**src/hw/sonet_lane_pkg.sv**
```systemverilog
// Purpose: Shared constants and types for the per-lane SONET framer/scrambler.
// Assumes: Byte-aligned serializer bytes; one byte per clock.
// Notes: Frame geometry is STS-48 style, byte interleaved.
package sonet_lane_pkg;
  typedef logic [12:0] col_t;
  typedef logic [3:0] row_t;
  localparam int ROW_BYTES_DFLT = 4320;
  localparam row_t ROW_ZERO = 4'h0;
  localparam row_t LAST_ROW = 4'h8;
  localparam row_t B1_ROW = 4'h1;
  localparam row_t K2_ROW = 4'h4;
  localparam col_t COL_ZERO = 13'h0000;
  localparam col_t TOH_COLS = 13'h0090;
  localparam col_t TOH_LAST = 13'h008F;
  localparam col_t A2_COL = 13'h0030;
  localparam col_t A2_END = 13'h0060;
  localparam col_t K2_COL = 13'h0060;
  localparam col_t FIRST_WORD_END = 13'h0003;
  localparam logic [7:0] A1_BYTE = 8'hF6;
  localparam logic [7:0] A2_BYTE = 8'h28;
  localparam logic [7:0] K2_RDI = 8'h06;
  localparam logic [2:0] K2_RDI_CODE = 3'h6;
  localparam logic [7:0] TOH_FILL = 8'h00;
  localparam logic [6:0] SCR_SEED = 7'h7F;
  localparam logic [1:0] PH_PRE = 2'h2;
  localparam logic [1:0] PH_LAST = 2'h3;
  localparam logic [1:0] HIT_LAST = 2'h1;
  localparam logic [1:0] MISS_LAST = 2'h3;
  localparam int WCLK_MIN_KHZ = 18750;
  localparam int WCLK_MAX_KHZ = 84380;
  localparam logic [3:0] ADDR_CTRL = 4'h0;
  localparam logic [3:0] ADDR_FAULT = 4'h1;
  localparam logic [3:0] ADDR_STAT = 4'h2;
  localparam logic [3:0] ADDR_GROUP = 4'h3;
  typedef enum logic [1:0] {TOH_PASS = 2'h0, TOH_SOH = 2'h1, TOH_FULL = 2'h2} toh_mode_t;
  typedef enum logic [1:0] {GRP_SOLO = 2'h0, GRP_PAIR = 2'h1, GRP_QUAD = 2'h2, GRP_ALL = 2'h3} group_t;
  typedef enum logic [2:0] {FR_HUNT = 3'b001, FR_PRESYNC = 3'b010, FR_SYNC = 3'b100} frm_st_t;
  typedef struct packed {
    logic pwr_down;
    logic align_bypass;
    logic far_lb;
    logic near_lb;
    logic sonet;
    toh_mode_t toh_mode;
  } ctrl_t;
  typedef struct packed {
    logic k2_inj;
    logic b1_force;
    logic a1a2_inv;
  } fault_t;
  typedef struct packed {
    logic [3:0] addr;
    logic [7:0] wdata;
    logic wr;
    logic rd;
  } reg_req_t;
  typedef struct packed {
    logic [31:0] data;
    logic valid;
    logic frame_start;
    logic spe;
  } rx_word_t;
endpackage

```
**src/hw/lane_rx_framer.sv**
```systemverilog
// Purpose: In-frame / out-of-frame tracking on the A1-to-A2 boundary.
// Assumes: Match strobe comes from the A1/A2 byte compare, check strobe from the lane's receive counters.
// Notes: Two good frames to lock, four bad in a row to drop.
`timescale 1ns/1ps
`default_nettype none
module lane_rx_framer
(
  input wire logic i_clk,
  input wire logic i_rst_b,
  input wire logic i_en,
  input wire logic i_check,
  input wire logic i_match,
  output sonet_lane_pkg::frm_st_t o_state,
  output logic o_load,
  output logic o_oof_evt
);
  import sonet_lane_pkg::*;
  typedef struct packed {
    frm_st_t state;
    logic [1:0] cnt;
  } fst_t;
  fst_t st_ff;
  fst_t nxt_st;

  always_comb
  begin
    nxt_st = st_ff;
    o_load = 1'b0;
    o_oof_evt = 1'b0;
    case (st_ff.state)
      FR_HUNT:
        if (i_match)
        begin
          o_load = 1'b1;
          nxt_st.state = FR_PRESYNC;
          nxt_st.cnt = 2'h0;
        end
      FR_PRESYNC:
        if (i_check)
        begin
          if (!i_match)
            nxt_st.state = FR_HUNT;
          else if (st_ff.cnt == HIT_LAST)
          begin
            nxt_st.state = FR_SYNC;
            nxt_st.cnt = 2'h0;
          end
          else
            nxt_st.cnt = st_ff.cnt + 2'h1;
        end
      FR_SYNC:
        if (i_check)
        begin
          if (i_match)
            nxt_st.cnt = 2'h0;
          else if (st_ff.cnt == MISS_LAST)
          begin
            nxt_st.state = FR_HUNT;
            o_oof_evt = 1'b1;
          end
          else
            nxt_st.cnt = st_ff.cnt + 2'h1;
        end
      default:
        nxt_st.state = FR_HUNT;
    endcase
    if (!i_en)
    begin
      nxt_st.state = FR_HUNT;
      nxt_st.cnt = 2'h0;
      o_load = 1'b0;
      o_oof_evt = 1'b0;
    end
  end

  assign o_state = st_ff.state;

  always_ff @(posedge i_clk or negedge i_rst_b)
    if (!i_rst_b)
      st_ff <= '{state: FR_HUNT, cnt: 2'h0};
    else
      st_ff <= nxt_st;
endmodule
`default_nettype wire

```
**src/hw/lane_scrambler.sv**
```systemverilog
// Purpose: Frame-synchronous 1+x^6+x^7 keystream, eight bits per clock.
// Assumes: Caller reseeds at the last unscrambled byte of each frame.
// Notes: Same module serves transmit scrambling and receive descrambling.
`timescale 1ns/1ps
`default_nettype none
module lane_scrambler
(
  input wire logic i_clk,
  input wire logic i_rst_b,
  input wire logic i_clr,
  input wire logic i_adv,
  output logic [7:0] o_key
);
  import sonet_lane_pkg::*;
  logic [6:0] lfsr_ff;
  logic [6:0] nxt_lfsr;

  always_comb
  begin
    nxt_lfsr = lfsr_ff;
    o_key = 8'h00;
    for (int i = 7; i >= 0; i--)
    begin
      o_key[i] = nxt_lfsr[6];
      nxt_lfsr = {nxt_lfsr[5:0], nxt_lfsr[6] ^ nxt_lfsr[5]};
    end
    if (i_clr)
      nxt_lfsr = SCR_SEED;
    else if (!i_adv)
      nxt_lfsr = lfsr_ff;
  end

  always_ff @(posedge i_clk or negedge i_rst_b)
    if (!i_rst_b)
      lfsr_ff <= SCR_SEED;
    else
      lfsr_ff <= nxt_lfsr;
endmodule
`default_nettype wire

```
**src/hw/sonet_lane_framer_scrambler.sv**
```systemverilog
// Purpose: One lane of pseudo-SONET transmit overhead, scrambling and receive framing.
// Assumes: i_clk is the serializer byte clock; fabric words move every fourth byte.
// Notes: Registers sit on a plain 8-bit port; read data appears one cycle later.
// Behaviour
// - Bytes to serializer, words every fourth byte
// - Word rate is byte rate divided by four
// - Transport overhead is first 144 row bytes
// - Overhead passed through or auto-inserted, three modes
// - Framing corruption sends A1/A2 inverted
// - Parity force sends B1 inverted
// - Fault injection sends K2 as 00000110
// - Receiver flags framing, parity and K2 faults
// - Framed 32-bit words with one-cycle frame pulse
// - Track in/out of frame, alarm on loss
// - Scramble transmit with 1+x^6+x^7
// - Descramble receive with same polynomial
// - Lane group mode: solo, pair, quad, eight
// - Powering lane down leaves other lanes alone
// - Rejoin allowed only after earlier aligned membership
// - Register-controlled near and far loopback
// - 8-bit register port, lane and shared
// - Payload envelope flag beside receive words
// - Optional bypass of the alignment stage
`timescale 1ns/1ps
`default_nettype none
module sonet_lane_framer_scrambler
#(
  parameter int ROW_BYTES = sonet_lane_pkg::ROW_BYTES_DFLT
)
(
  input wire logic i_clk,
  input wire logic i_rst_b,
  input wire sonet_lane_pkg::reg_req_t i_reg,
  output logic [7:0] o_rdata,
  input wire logic [31:0] i_tx_word,
  output logic o_tx_take,
  output logic o_tx_frame_start,
  output logic [7:0] o_ser_byte,
  input wire logic [7:0] i_des_byte,
  output sonet_lane_pkg::rx_word_t o_rx,
  output logic o_oof,
  output sonet_lane_pkg::group_t o_group_mode,
  output logic o_rejoin_ok
);
  import sonet_lane_pkg::*;

  localparam col_t LAST_COL = col_t'(ROW_BYTES - 1);
  localparam col_t PRE_COL = col_t'(ROW_BYTES - 2);

  typedef struct packed {
    ctrl_t ctrl;
    fault_t fault;
    group_t grp;
    logic [2:0] sticky;
    logic member;
    logic oof;
    logic [7:0] rdata;
    col_t tcol;
    row_t trow;
    logic take;
    logic tx_fs;
    logic [31:0] tword;
    logic [7:0] tbip;
    logic [7:0] tbip_last;
    logic [7:0] ser;
    col_t rcol;
    row_t rrow;
    logic [7:0] rprev;
    logic [7:0] rbip;
    logic [7:0] rbip_last;
    logic [23:0] racc;
    rx_word_t ralign;
    rx_word_t rx;
  } st_t;

  st_t st_ff;
  st_t nxt_st;
  logic [7:0] tkey;
  logic [7:0] rkey;
  logic [7:0] rin;
  logic [7:0] fab_b;
  logic [7:0] tx_b;
  logic [7:0] rdesc;
  logic [2:0] st_set;
  logic [2:0] st_clr;
  logic frm_match;
  logic frm_check;
  logic frm_load;
  logic frm_oof_evt;
  logic lane_on;
  frm_st_t frm_state;
  rx_word_t word_n;

  // Unscrambled region: first row of overhead, where A1/A2 must stay visible
  function automatic logic unscr(row_t r, col_t c);
    return (r == ROW_ZERO) && (c < TOH_COLS);
  endfunction

  function automatic logic a1a2_pos(row_t r, col_t c);
    return (r == ROW_ZERO) && (c < A2_END);
  endfunction

  assign lane_on = st_ff.ctrl.sonet && !st_ff.ctrl.pwr_down;
  assign rin = st_ff.ctrl.near_lb ? st_ff.ser : i_des_byte;
  assign fab_b = st_ff.tword[{~st_ff.tcol[1:0], 3'h0} +: 8];
  assign frm_match = (st_ff.rprev == A1_BYTE) && (rin == A2_BYTE);
  assign frm_check = (st_ff.rrow == ROW_ZERO) && (st_ff.rcol == A2_COL);
  assign rdesc = (st_ff.ctrl.sonet && !unscr(st_ff.rrow, st_ff.rcol)) ? rin ^ rkey : rin;

  lane_scrambler u_tx_scr
  (
    .i_clk(i_clk),
    .i_rst_b(i_rst_b),
    .i_clr((st_ff.trow == ROW_ZERO) && (st_ff.tcol == TOH_LAST)),
    .i_adv(!unscr(st_ff.trow, st_ff.tcol)),
    .o_key(tkey)
  );

  lane_scrambler u_rx_scr
  (
    .i_clk(i_clk),
    .i_rst_b(i_rst_b),
    .i_clr((st_ff.rrow == ROW_ZERO) && (st_ff.rcol == TOH_LAST)),
    .i_adv(!unscr(st_ff.rrow, st_ff.rcol)),
    .o_key(rkey)
  );

  lane_rx_framer u_frm
  (
    .i_clk(i_clk),
    .i_rst_b(i_rst_b),
    .i_en(lane_on),
    .i_check(frm_check),
    .i_match(frm_match),
    .o_state(frm_state),
    .o_load(frm_load),
    .o_oof_evt(frm_oof_evt)
  );

  always_comb
  begin
    nxt_st = st_ff;
    st_set = 3'h0;
    st_clr = 3'h0;
    word_n = '0;
    // Transmit byte build
    tx_b = fab_b;
    if (st_ff.ctrl.sonet)
    begin
      if ((st_ff.tcol < TOH_COLS) && (st_ff.ctrl.toh_mode != TOH_PASS))
      begin
        if (st_ff.ctrl.toh_mode != TOH_SOH)
          tx_b = TOH_FILL;
        if (a1a2_pos(st_ff.trow, st_ff.tcol))
          tx_b = (st_ff.tcol < A2_COL) ? A1_BYTE : A2_BYTE;
        if ((st_ff.trow == B1_ROW) && (st_ff.tcol == COL_ZERO))
          tx_b = st_ff.tbip_last;
      end
      if (a1a2_pos(st_ff.trow, st_ff.tcol) && st_ff.fault.a1a2_inv)
        tx_b = ~tx_b;
      if ((st_ff.trow == B1_ROW) && (st_ff.tcol == COL_ZERO) && st_ff.fault.b1_force)
        tx_b = ~tx_b;
      if ((st_ff.trow == K2_ROW) && (st_ff.tcol == K2_COL) && st_ff.fault.k2_inj)
        tx_b = K2_RDI;
      if (!unscr(st_ff.trow, st_ff.tcol))
        tx_b = tx_b ^ tkey;
    end
    // Parity runs over the built byte after scrambling, ahead of the loopback and power-down selects
    if ((st_ff.tcol == LAST_COL) && (st_ff.trow == LAST_ROW))
    begin
      nxt_st.tbip_last = st_ff.tbip ^ tx_b;
      nxt_st.tbip = 8'h00;
    end
    else
      nxt_st.tbip = st_ff.tbip ^ tx_b;
    if (st_ff.ctrl.far_lb)
      nxt_st.ser = i_des_byte;
    else if (st_ff.ctrl.pwr_down)
      nxt_st.ser = 8'h00;
    else
      nxt_st.ser = tx_b;
    // One word per four bytes; byte position doubles as the word phase
    if (st_ff.tcol == LAST_COL)
    begin
      nxt_st.tcol = COL_ZERO;
      nxt_st.trow = (st_ff.trow == LAST_ROW) ? ROW_ZERO : st_ff.trow + 4'h1;
    end
    else
      nxt_st.tcol = st_ff.tcol + 13'h0001;
    nxt_st.take = (st_ff.tcol[1:0] == PH_PRE);
    nxt_st.tx_fs = st_ff.ctrl.sonet && (st_ff.tcol == PRE_COL) && (st_ff.trow == LAST_ROW);
    if (st_ff.take)
      nxt_st.tword = i_tx_word;
    // Receive counters; an A1/A2 match in hunt re-phases them to the first A2 byte
    if (frm_load)
    begin
      nxt_st.rcol = A2_COL + 13'h0001;
      nxt_st.rrow = ROW_ZERO;
    end
    else if (st_ff.rcol == LAST_COL)
    begin
      nxt_st.rcol = COL_ZERO;
      nxt_st.rrow = (st_ff.rrow == LAST_ROW) ? ROW_ZERO : st_ff.rrow + 4'h1;
    end
    else
      nxt_st.rcol = st_ff.rcol + 13'h0001;
    nxt_st.rprev = rin;
    if ((st_ff.rcol == LAST_COL) && (st_ff.rrow == LAST_ROW))
    begin
      nxt_st.rbip_last = st_ff.rbip ^ rin;
      nxt_st.rbip = 8'h00;
    end
    else
      nxt_st.rbip = st_ff.rbip ^ rin;
    if (frm_state == FR_SYNC)
    begin
      if ((st_ff.rrow == B1_ROW) && (st_ff.rcol == COL_ZERO) && (rdesc != st_ff.rbip_last))
        st_set[1] = 1'b1;
      if ((st_ff.rrow == K2_ROW) && (st_ff.rcol == K2_COL) && (rdesc[2:0] == K2_RDI_CODE))
        st_set[2] = 1'b1;
    end
    st_set[0] = frm_oof_evt;
    // Rise together with the sticky bit, not one cycle after the framer drops
    nxt_st.oof = lane_on && ((frm_state != FR_SYNC) || frm_oof_evt);
    // Word assembly
    nxt_st.racc = {st_ff.racc[15:0], rdesc};
    if (st_ff.rcol[1:0] == PH_LAST)
    begin
      word_n.data = {st_ff.racc, rdesc};
      word_n.valid = !st_ff.ctrl.pwr_down && (!st_ff.ctrl.sonet || (frm_state == FR_SYNC));
      word_n.frame_start = word_n.valid && st_ff.ctrl.sonet && (st_ff.rrow == ROW_ZERO)
                           && (st_ff.rcol == FIRST_WORD_END);
      word_n.spe = word_n.valid && st_ff.ctrl.sonet && (st_ff.rcol > TOH_LAST);
    end
    nxt_st.ralign = word_n;
    nxt_st.rx = st_ff.ctrl.align_bypass ? word_n : st_ff.ralign;
    // A powered-down lane only silences itself; membership survives for a later rejoin
    if (lane_on && (st_ff.grp != GRP_SOLO) && (frm_state == FR_SYNC))
      nxt_st.member = 1'b1;
    // Register port
    nxt_st.rdata = 8'h00;
    if (i_reg.wr)
    begin
      if (i_reg.addr == ADDR_CTRL)
        nxt_st.ctrl = ctrl_t'(i_reg.wdata[6:0]);
      else if (i_reg.addr == ADDR_FAULT)
        nxt_st.fault = fault_t'(i_reg.wdata[2:0]);
      else if (i_reg.addr == ADDR_STAT)
        st_clr = i_reg.wdata[2:0];
      else if (i_reg.addr == ADDR_GROUP)
      begin
        nxt_st.grp = group_t'(i_reg.wdata[1:0]);
        if (group_t'(i_reg.wdata[1:0]) == GRP_SOLO)
          nxt_st.member = 1'b0;
      end
    end
    // Hardware set beats a software clear in the same cycle
    nxt_st.sticky = (st_ff.sticky & ~st_clr) | st_set;
    if (i_reg.rd)
    begin
      if (i_reg.addr == ADDR_CTRL)
        nxt_st.rdata = {1'b0, st_ff.ctrl};
      else if (i_reg.addr == ADDR_FAULT)
        nxt_st.rdata = {5'h00, st_ff.fault};
      else if (i_reg.addr == ADDR_STAT)
        nxt_st.rdata = {3'h0, st_ff.member, frm_state == FR_SYNC, st_ff.sticky};
      else if (i_reg.addr == ADDR_GROUP)
        nxt_st.rdata = {6'h00, st_ff.grp};
    end
  end

  always_ff @(posedge i_clk or negedge i_rst_b)
    if (!i_rst_b)
      st_ff <= '0;
    else
      st_ff <= nxt_st;

  assign o_rdata = st_ff.rdata;
  assign o_tx_take = st_ff.take;
  assign o_tx_frame_start = st_ff.tx_fs;
  assign o_ser_byte = st_ff.ser;
  assign o_rx = st_ff.rx;
  assign o_oof = st_ff.oof;
  assign o_group_mode = st_ff.grp;
  assign o_rejoin_ok = st_ff.member;

  logic tx_live;
  assign tx_live = st_ff.ctrl.sonet && !st_ff.ctrl.far_lb && !st_ff.ctrl.pwr_down;
endmodule
`default_nettype wire

```
**config.mk**
```make
export PLATFORM = sky130hd
export DESIGN_NAME = sonet_lane_framer_scrambler
export DESIGN_NICKNAME = d
export VERILOG_FILES = /design/src/hw/sonet_lane_pkg.sv /design/src/hw/lane_rx_framer.sv /design/src/hw/lane_scrambler.sv /design/src/hw/sonet_lane_framer_scrambler.sv
export SDC_FILE = /design/constraint.sdc
export NUM_CORES = 1
export LEC_CHECK = 0
export BUFFER_PORTS_ARGS = -buffer_cell sky130_fd_sc_hd__buf_2
export CORE_MARGIN = 3
export CORE_UTILIZATION = 40
export CTS_CLUSTER_SIZE = 10
export DETAILED_ROUTE_END_ITERATION = 8
export PLACE_DENSITY_LB_ADDON = 0.05
export SETUP_SLACK_MARGIN = 0.4
export SLEW_MARGIN = 20
export SYNTH_ARGS = -nofsm -noshare
export SYNTH_HDL_FRONTEND = slang
export SYNTH_SLANG_ARGS = --single-unit
```
**constraint.sdc**
```tcl
create_clock -name i_clk -period 4.6 [get_ports i_clk]
set_input_delay 0.23 -clock i_clk [delete_from_list [all_inputs] [get_ports i_clk]]
set_output_delay 0.23 -clock i_clk [all_outputs]
set_load 0.005 [all_outputs]
```
==> results.yml, run 1 <==
logic_synthesis:
  synth.net_count: 1158
  synth_edf_count: 0
  synth_area_sq_um: 12000
  postSynthCellCount: 1088
  synth_top_area_share_pct: 49.6
  synthArstFlopShare_pct: 100
  yosys_warnings: 0
  yosysMostFrequentCell: "dfrtp_1"
  netlist_top_cells_count: "dfrtp_1, nand2_1, mux2_2"
  synth-seq-area-share_pct: 52.9
  yosysTopAreaCell: "dfrtp_1"
  synth.distinct_cells: 85
  synth_top_cells_by_area: "dfrtp_1, mux2_2, nand2_1"
  synth-seq-cells: 253
  synth_area_per_cell_sq_um: 11.0
  ys.flop_type: "dfrtp_1"
pwr:
  powerDensity_nw_per_um2: 418
  netSwitchingFraction_pct: 27.3
  pwr-share-seq_pct: 46.1
  combinationalPowerShare_pct: 15.2
  clkPwrFrac_pct: 38.7
  ir_drop_mv: 0.275
  p_int_mw: 4.24
  power.leakage_nw: 6.44
  p_switching_mw: 1.60
  p_total_mw: 5.84
layout:
  num_antenna_cells: 0
  area_growth_pct: 16.4
  final_util_pct: 47.9
  fin_nets: 1255
  final_area_sq_um: 14000
  drive_above_1_share_pct: 24.0
  final_cells: 1593
placement:
  numPortBuffers: 110
  hpwl_mm: 19.1
  preCtsSetupSlack_ns: 1.10
  gp_congestion: 0.832
  placed_area_sq_um: 12500
  dp.cells: 1485
grt:
  track_usage_pct: 17.5
  grt.overflow.total: 0
  grt_pass1_wl_mm: 45.0
  grt_pass1_vias: 8045
  grt_max_degree: 124
  grt_antenna_before_repair: 0
clocking:
  htreeDepth: 1
  tritoncts: "yes"
  cts_root_buf: "clkbuf_16"
  cts-buffers-inserted: 30
  cts_hold_buf: 52
  cts_buffer_depth: 3
  post_cts_resized: 0
  post-cts-setup-buffers: 0
  clock_latency_ns: 0.56
  cts.sinks: 253
  clk_pin_slew_worst_paths_ns: 0.06
die:
  core-area_sq_um: 29200
  row_count: 62
  die_area_sq_um: 32100
  fp.dieW_microns: 179
  initial_core_util_pct: 41.2
  die_h_microns: 179
  io_pins: 113
critical_path:
  start_kind: "flip-flop"
  arrival_ns: 3.94
  worstPathRequired_ns: 5.01
  endpoint_kind: "flip-flop"
  cp_max_fo: 14
  worstSetupPathType: "reg -> reg"
flow_run:
  max-cap-violations: 0
timing:
  rsz0062_at_grt: "false"
  finalSetupTns_ns: 0
  relSlewSlack_pct: 27.5
  final_max_slew_viol_count: 0
  worst_slew_pin_slew_ns: 1.06
  setup_ws_ns: 1.07
  timing.final.setup_violations: 0
  min_period_ns: 3.53
  clock_skew_ns: 0.00916
  finalCritPeriodShare_pct: 76.7
  max_freq_mhz: 283
  holdWs_ns: 0.0496
  hold_viol_final: 0
routing:
  wl_per_cell_microns: 17.3
  drtAntennaViolNets: 0
  avgViaCountPerCell: 5.13
  drc: 0
  drt-initial-drc-count: 611
  wirelength_mm: 27.5
  dr_total_vias: 8170
  drtPass1Iterations: 5
run_status:
  status: "completed"
min_path:
  hold_path_class: "in -> reg"
## state kept, by name (all words and copies together) (netlist names), 2 cells and up
signal,cells
o_group_mode,2
o_rx,35
u_frm.st_ff,2
u_frm.o_state,3
o_rdata,7
u_rx_scr.lfsr_ff,7
nxt_st,16
st_ff,162
u_tx_scr.lfsr_ff,7
o_ser_byte,8
## cell usage in the layout, fill, tap and decap left out, types with 3 or more instances in the layout
cell type      instances
dlygate4sd3_1         52
or4_1                  7
a21o_1                 6
buf_2                109
a21oi_1               19
nor2b_1                5
nor3b_1                7
ha_1                  14
clkbuf_1              21
xor2_1                28
nor4_1                12
o31ai_1                3
nand4_1               17
a2111oi_0              3
and4_1                 3
a211oi_1               8
and3_1                10
nand2b_1               4
clkbuf_16             30
o21bai_1               4
dfstp_2               15
and2_1                35
mux4_2                 9
o211ai_1               8
a31oi_1                9
nor2_1                60
buf_4                 12
o41ai_1                7
nand2_1              113
mux2i_1               13
mux2_2                81
dfrtp_1              238
o21ai_0               59
xnor2_1               43
nor3_1                24
inv_1                 26
nand3_1               30
## power groups by stage
stage          sequential, mW  combinational [mW]  clock (mW)
2_1_floorplan            2.62               0.675           0
3_3_place_gp             2.73               0.855           0
3_5_place_dp             2.73               0.861           0
4_1_cts                  2.69               0.901        2.34
5_1_grt                  2.73                1.01        2.43
6_report                 2.69               0.889        2.26
## metal layers
layer / wire, microns / track usage, %
met5: 0 / 0
met1: 14300 / 28.2
met4: 486 / 3.96
met2: 11400 / 24.7
met3: 1420 / 2.67
## critical path: stages, from the launching register on
cell      delay [ns]
dfrtp_1         0.61
inv_1           0.13
ha_1            0.17
nor4bb_1        0.28
nand4_1         0.36
a31o_4          0.41
a22oi_1         0.26
mux2_2          0.37
nor3_1          0.46
xor2_1          0.23
o21ai_0         0.09
## logic make-up (layout without fill, tap and decap cells)
family,after synthesis,after routing,share of synthesized area [%]
adder cells (fa/ha/maj),14,14,1.46
AO/OA/AOI/OAI,149,149,8.07
other,1,1,0.0312
multiplexers,104,104,10.6
XOR/XNOR,71,71,5.18
buffers and inverters,137,258,6.29
AND/OR/NAND/NOR,359,359,15.5
flip-flops,253,253,52.9
## final timing paths
check                                startpoint                          to  slack, ns  cells after the start
max                        st_ff[198]$_DFF_PN0_      st_ff[143]$_DFFE_PN0P_       1.07                     10
min                                   i_reg[10]        o_rdata[5]$_DFF_PN0_       0.05                      2
max reg2reg                st_ff[198]$_DFF_PN0_      st_ff[143]$_DFFE_PN0P_       1.07                     10
min reg2reg                nxt_st[83]$_DFF_PN0_        nxt_st[91]$_DFF_PN0_       0.37                      0
max in group asynchronous               i_rst_b        st_ff[102]$_DFF_PN0_       3.18                      3
min in group asynchronous               i_rst_b  o_tx_frame_start$_DFF_PN0_       0.24                      2
## final cells by class
type                       count  area, sq um
clock buffer                  53          857
tap                          384          480
inverter                      27          101
timing repair buffer         175         1190
sequential                   253         6350
clock inverter                 3         90.1
multi-input combinational    698         4910
fill                        2813        15200
(Power assumes the default switching activity.)
==> run 2: changes to the inputs <==
- clock period: 4.6 -> 3 ns (I/O delays scaled with it)
==> run 2 against run 1 <==
Compared with the run above:
- first-iteration DRC count is 20% lower
- critical path depth is 2 lower
- final area is 7.9% higher
- clock-buffer cell count is 1 lower
- sequential share of layout area is 3.3 points lower
- total power is 56% higher
- largest power group unchanged
==> results.yml, run 2 (synthesis gave the netlist of run 1 again) <==
layout:
  final-seq-area_sq_um: 6350
  final_cells: 1678
  area_growth_pct: 25.5
  drive_above_1_share_pct: 33.3
  num_antenna_cells: 0
  multi_input_area_sq_um: 5320
  final_common_cell: "dfrtp_1"
  largest_reg_flops: 162
  final_cell_mix: "dfrtp_1, nand2_1, buf_2"
  fin_nets: 1340
  largest-register: "st_ff"
  fillers: 2712
critical_path:
  endpoint_kind: "flip-flop"
  worstSetupPathType: "reg -> reg"
  r2r_start: "st_ff[205]$_DFF_PN0_"
  cp_max_fo: 5
  crit_start: "st_ff[205]$_DFF_PN0_"
  worstPathRequired_ns: 3.44
  arrival_ns: 3.29
  start_kind: "flip-flop"
timing:
  final_max_slew_viol_count: 0
  max_freq_mhz: 352
  worst_slew_pin_slew_ns: 0.710
  clock_skew_ns: 0.0118
  relSlewSlack_pct: 52.7
  rsz0062_at_grt: "true"
  finalSetupTns_ns: 0
  hold_viol_final: 0
  finalCritPeriodShare_pct: 94.7
  min_period_ns: 2.84
  timing.final.setup_violations: 0
pwr:
  ir_drop_mv: 0.506
  clkPwrFrac_pct: 36.7
  power.leakage_nw: 6.99
  netSwitchingFraction_pct: 28.1
  p_switching_mw: 2.56
  pwr-share-seq_pct: 45.2
  combinationalPowerShare_pct: 18.1
  powerDensity_nw_per_um2: 605
  p_int_mw: 6.56
flow_run:
  max-cap-violations: 0
clocking:
  htreeDepth: 1
  clk_pin_slew_worst_paths_ns: 0.06
  cts_root_buf: "clkbuf_16"
  cts-buffers-inserted: 30
  tritoncts: "yes"
  cts.sinks: 253
  cts_buffer_depth: 3
  clock_latency_ns: 0.56
die:
  initial_core_util_pct: 41.2
  die_area_sq_um: 32100
  die_h_microns: 179
  fp.dieW_microns: 179
  io_pins: 113
  row_count: 62
  core-area_sq_um: 29200
placement:
  hpwl_mm: 20.1
  numPortBuffers: 110
  gp_congestion: 0.878
  dp.cells: 1543
min_path:
  hold_path_class: "in -> reg"
  min-delay-start: "i_reg[1]"
grt:
  grt_pass1_wl_mm: 46.3
  grt_pass1_vias: 8378
  track_usage_pct: 18.1
  grt_max_degree: 84
  grt.overflow.total: 0
  grt_antenna_before_repair: 0
routing:
  wirelength_mm: 28.8
  drtPass1Iterations: 4
  dr_total_vias: 8552
  drc: 0
  avgViaCountPerCell: 5.10
  wl_per_cell_microns: 17.2
  drtAntennaViolNets: 0
  drt-initial-drc-count: 488
run_status:
  status: "completed"
run 2: worst paths after layout:
path	to	slack (ns)	cells past startpoint
setup / recovery	st_ff[143]$_DFFE_PN0P_	0.16	8
hold / removal	o_rejoin_ok$_DFF_PN0_	0.03	3
setup reg to reg	st_ff[143]$_DFFE_PN0P_	0.16	8
hold reg to reg	st_ff[90]$_DFF_PN0_	0.37	0
max in group asynchronous	o_rx[29]$_DFF_PN0_	1.94	4
min in group asynchronous	o_tx_frame_start$_DFF_PN0_	0.20	2
run 2: routing by layer:
metal  up-vias  global-route usage (%)  part of all wire (%)
met1      4227                    28.9                    51
met3        26                    2.65                   5.0
met2       198                    26.2                    42
met4         0                    3.54                   1.3
met5         -                       0                     0
li1       4101                       -                     -
run 2: repair_timing:
item                       4_1_cts  5_1_grt
gates resized for setup         26       69
hold buffers                    54        0
setup buffers                    8       17
pin swaps                        6       30
hold endpoints to repair       142        0
setup endpoints to repair       36       41
run 2: final cells by class:
class / instances / area share [%]
well taps: 384 / 3.19
clock inverters: 4 / 0.481
inverters: 27 / 0.672
repair buffers: 260 / 12.7
clock buffers: 52 / 5.53
multi-input cells: 698 / 35.3
flip-flops and latches: 253 / 42.1
run 2: worst max-delay path, cell delays in order, from the launching register on:
cell	delay, ns
dfrtp_1	0.40
or4_4	0.54
or4_4	0.54
a31o_4	0.25
a22oi_2	0.19
mux2_4	0.34
nor3_4	0.23
xor2_2	0.17
o21ai_1	0.07
run 2: power by group through the flow:
stage / registers (mW) / clock network, mW / logic [mW]
2_1_floorplan: 4.02 / 0 / 1.05
3_3_place_gp: 4.17 / 0 / 1.43
3_5_place_dp: 4.17 / 0 / 1.45
4_1_cts: 4.12 / 3.45 / 1.55
5_1_grt: 4.18 / 3.59 / 1.83
6_report: 4.13 / 3.34 / 1.65
run 2: stage by stage:
stage | power, mW | area [sq um] | utilization, % | setup slack [ns] | hold WS, ns
floorplan | 5.07 | 12100 | - | 0.169 | -0.146
global placement | 5.60 | 13000 | 44.7 | 0.118 | 0.205
detailed placement | 5.62 | 13000 | 44.7 | 0.0659 | 0.206
CTS | 9.12 | 14600 | 50.2 | 0.145 | 0.0186
global route | 9.61 | 15100 | 51.7 | 0.0266 | 0.0717
finish | 9.12 | 15100 | 51.7 | 0.158 | 0.0337
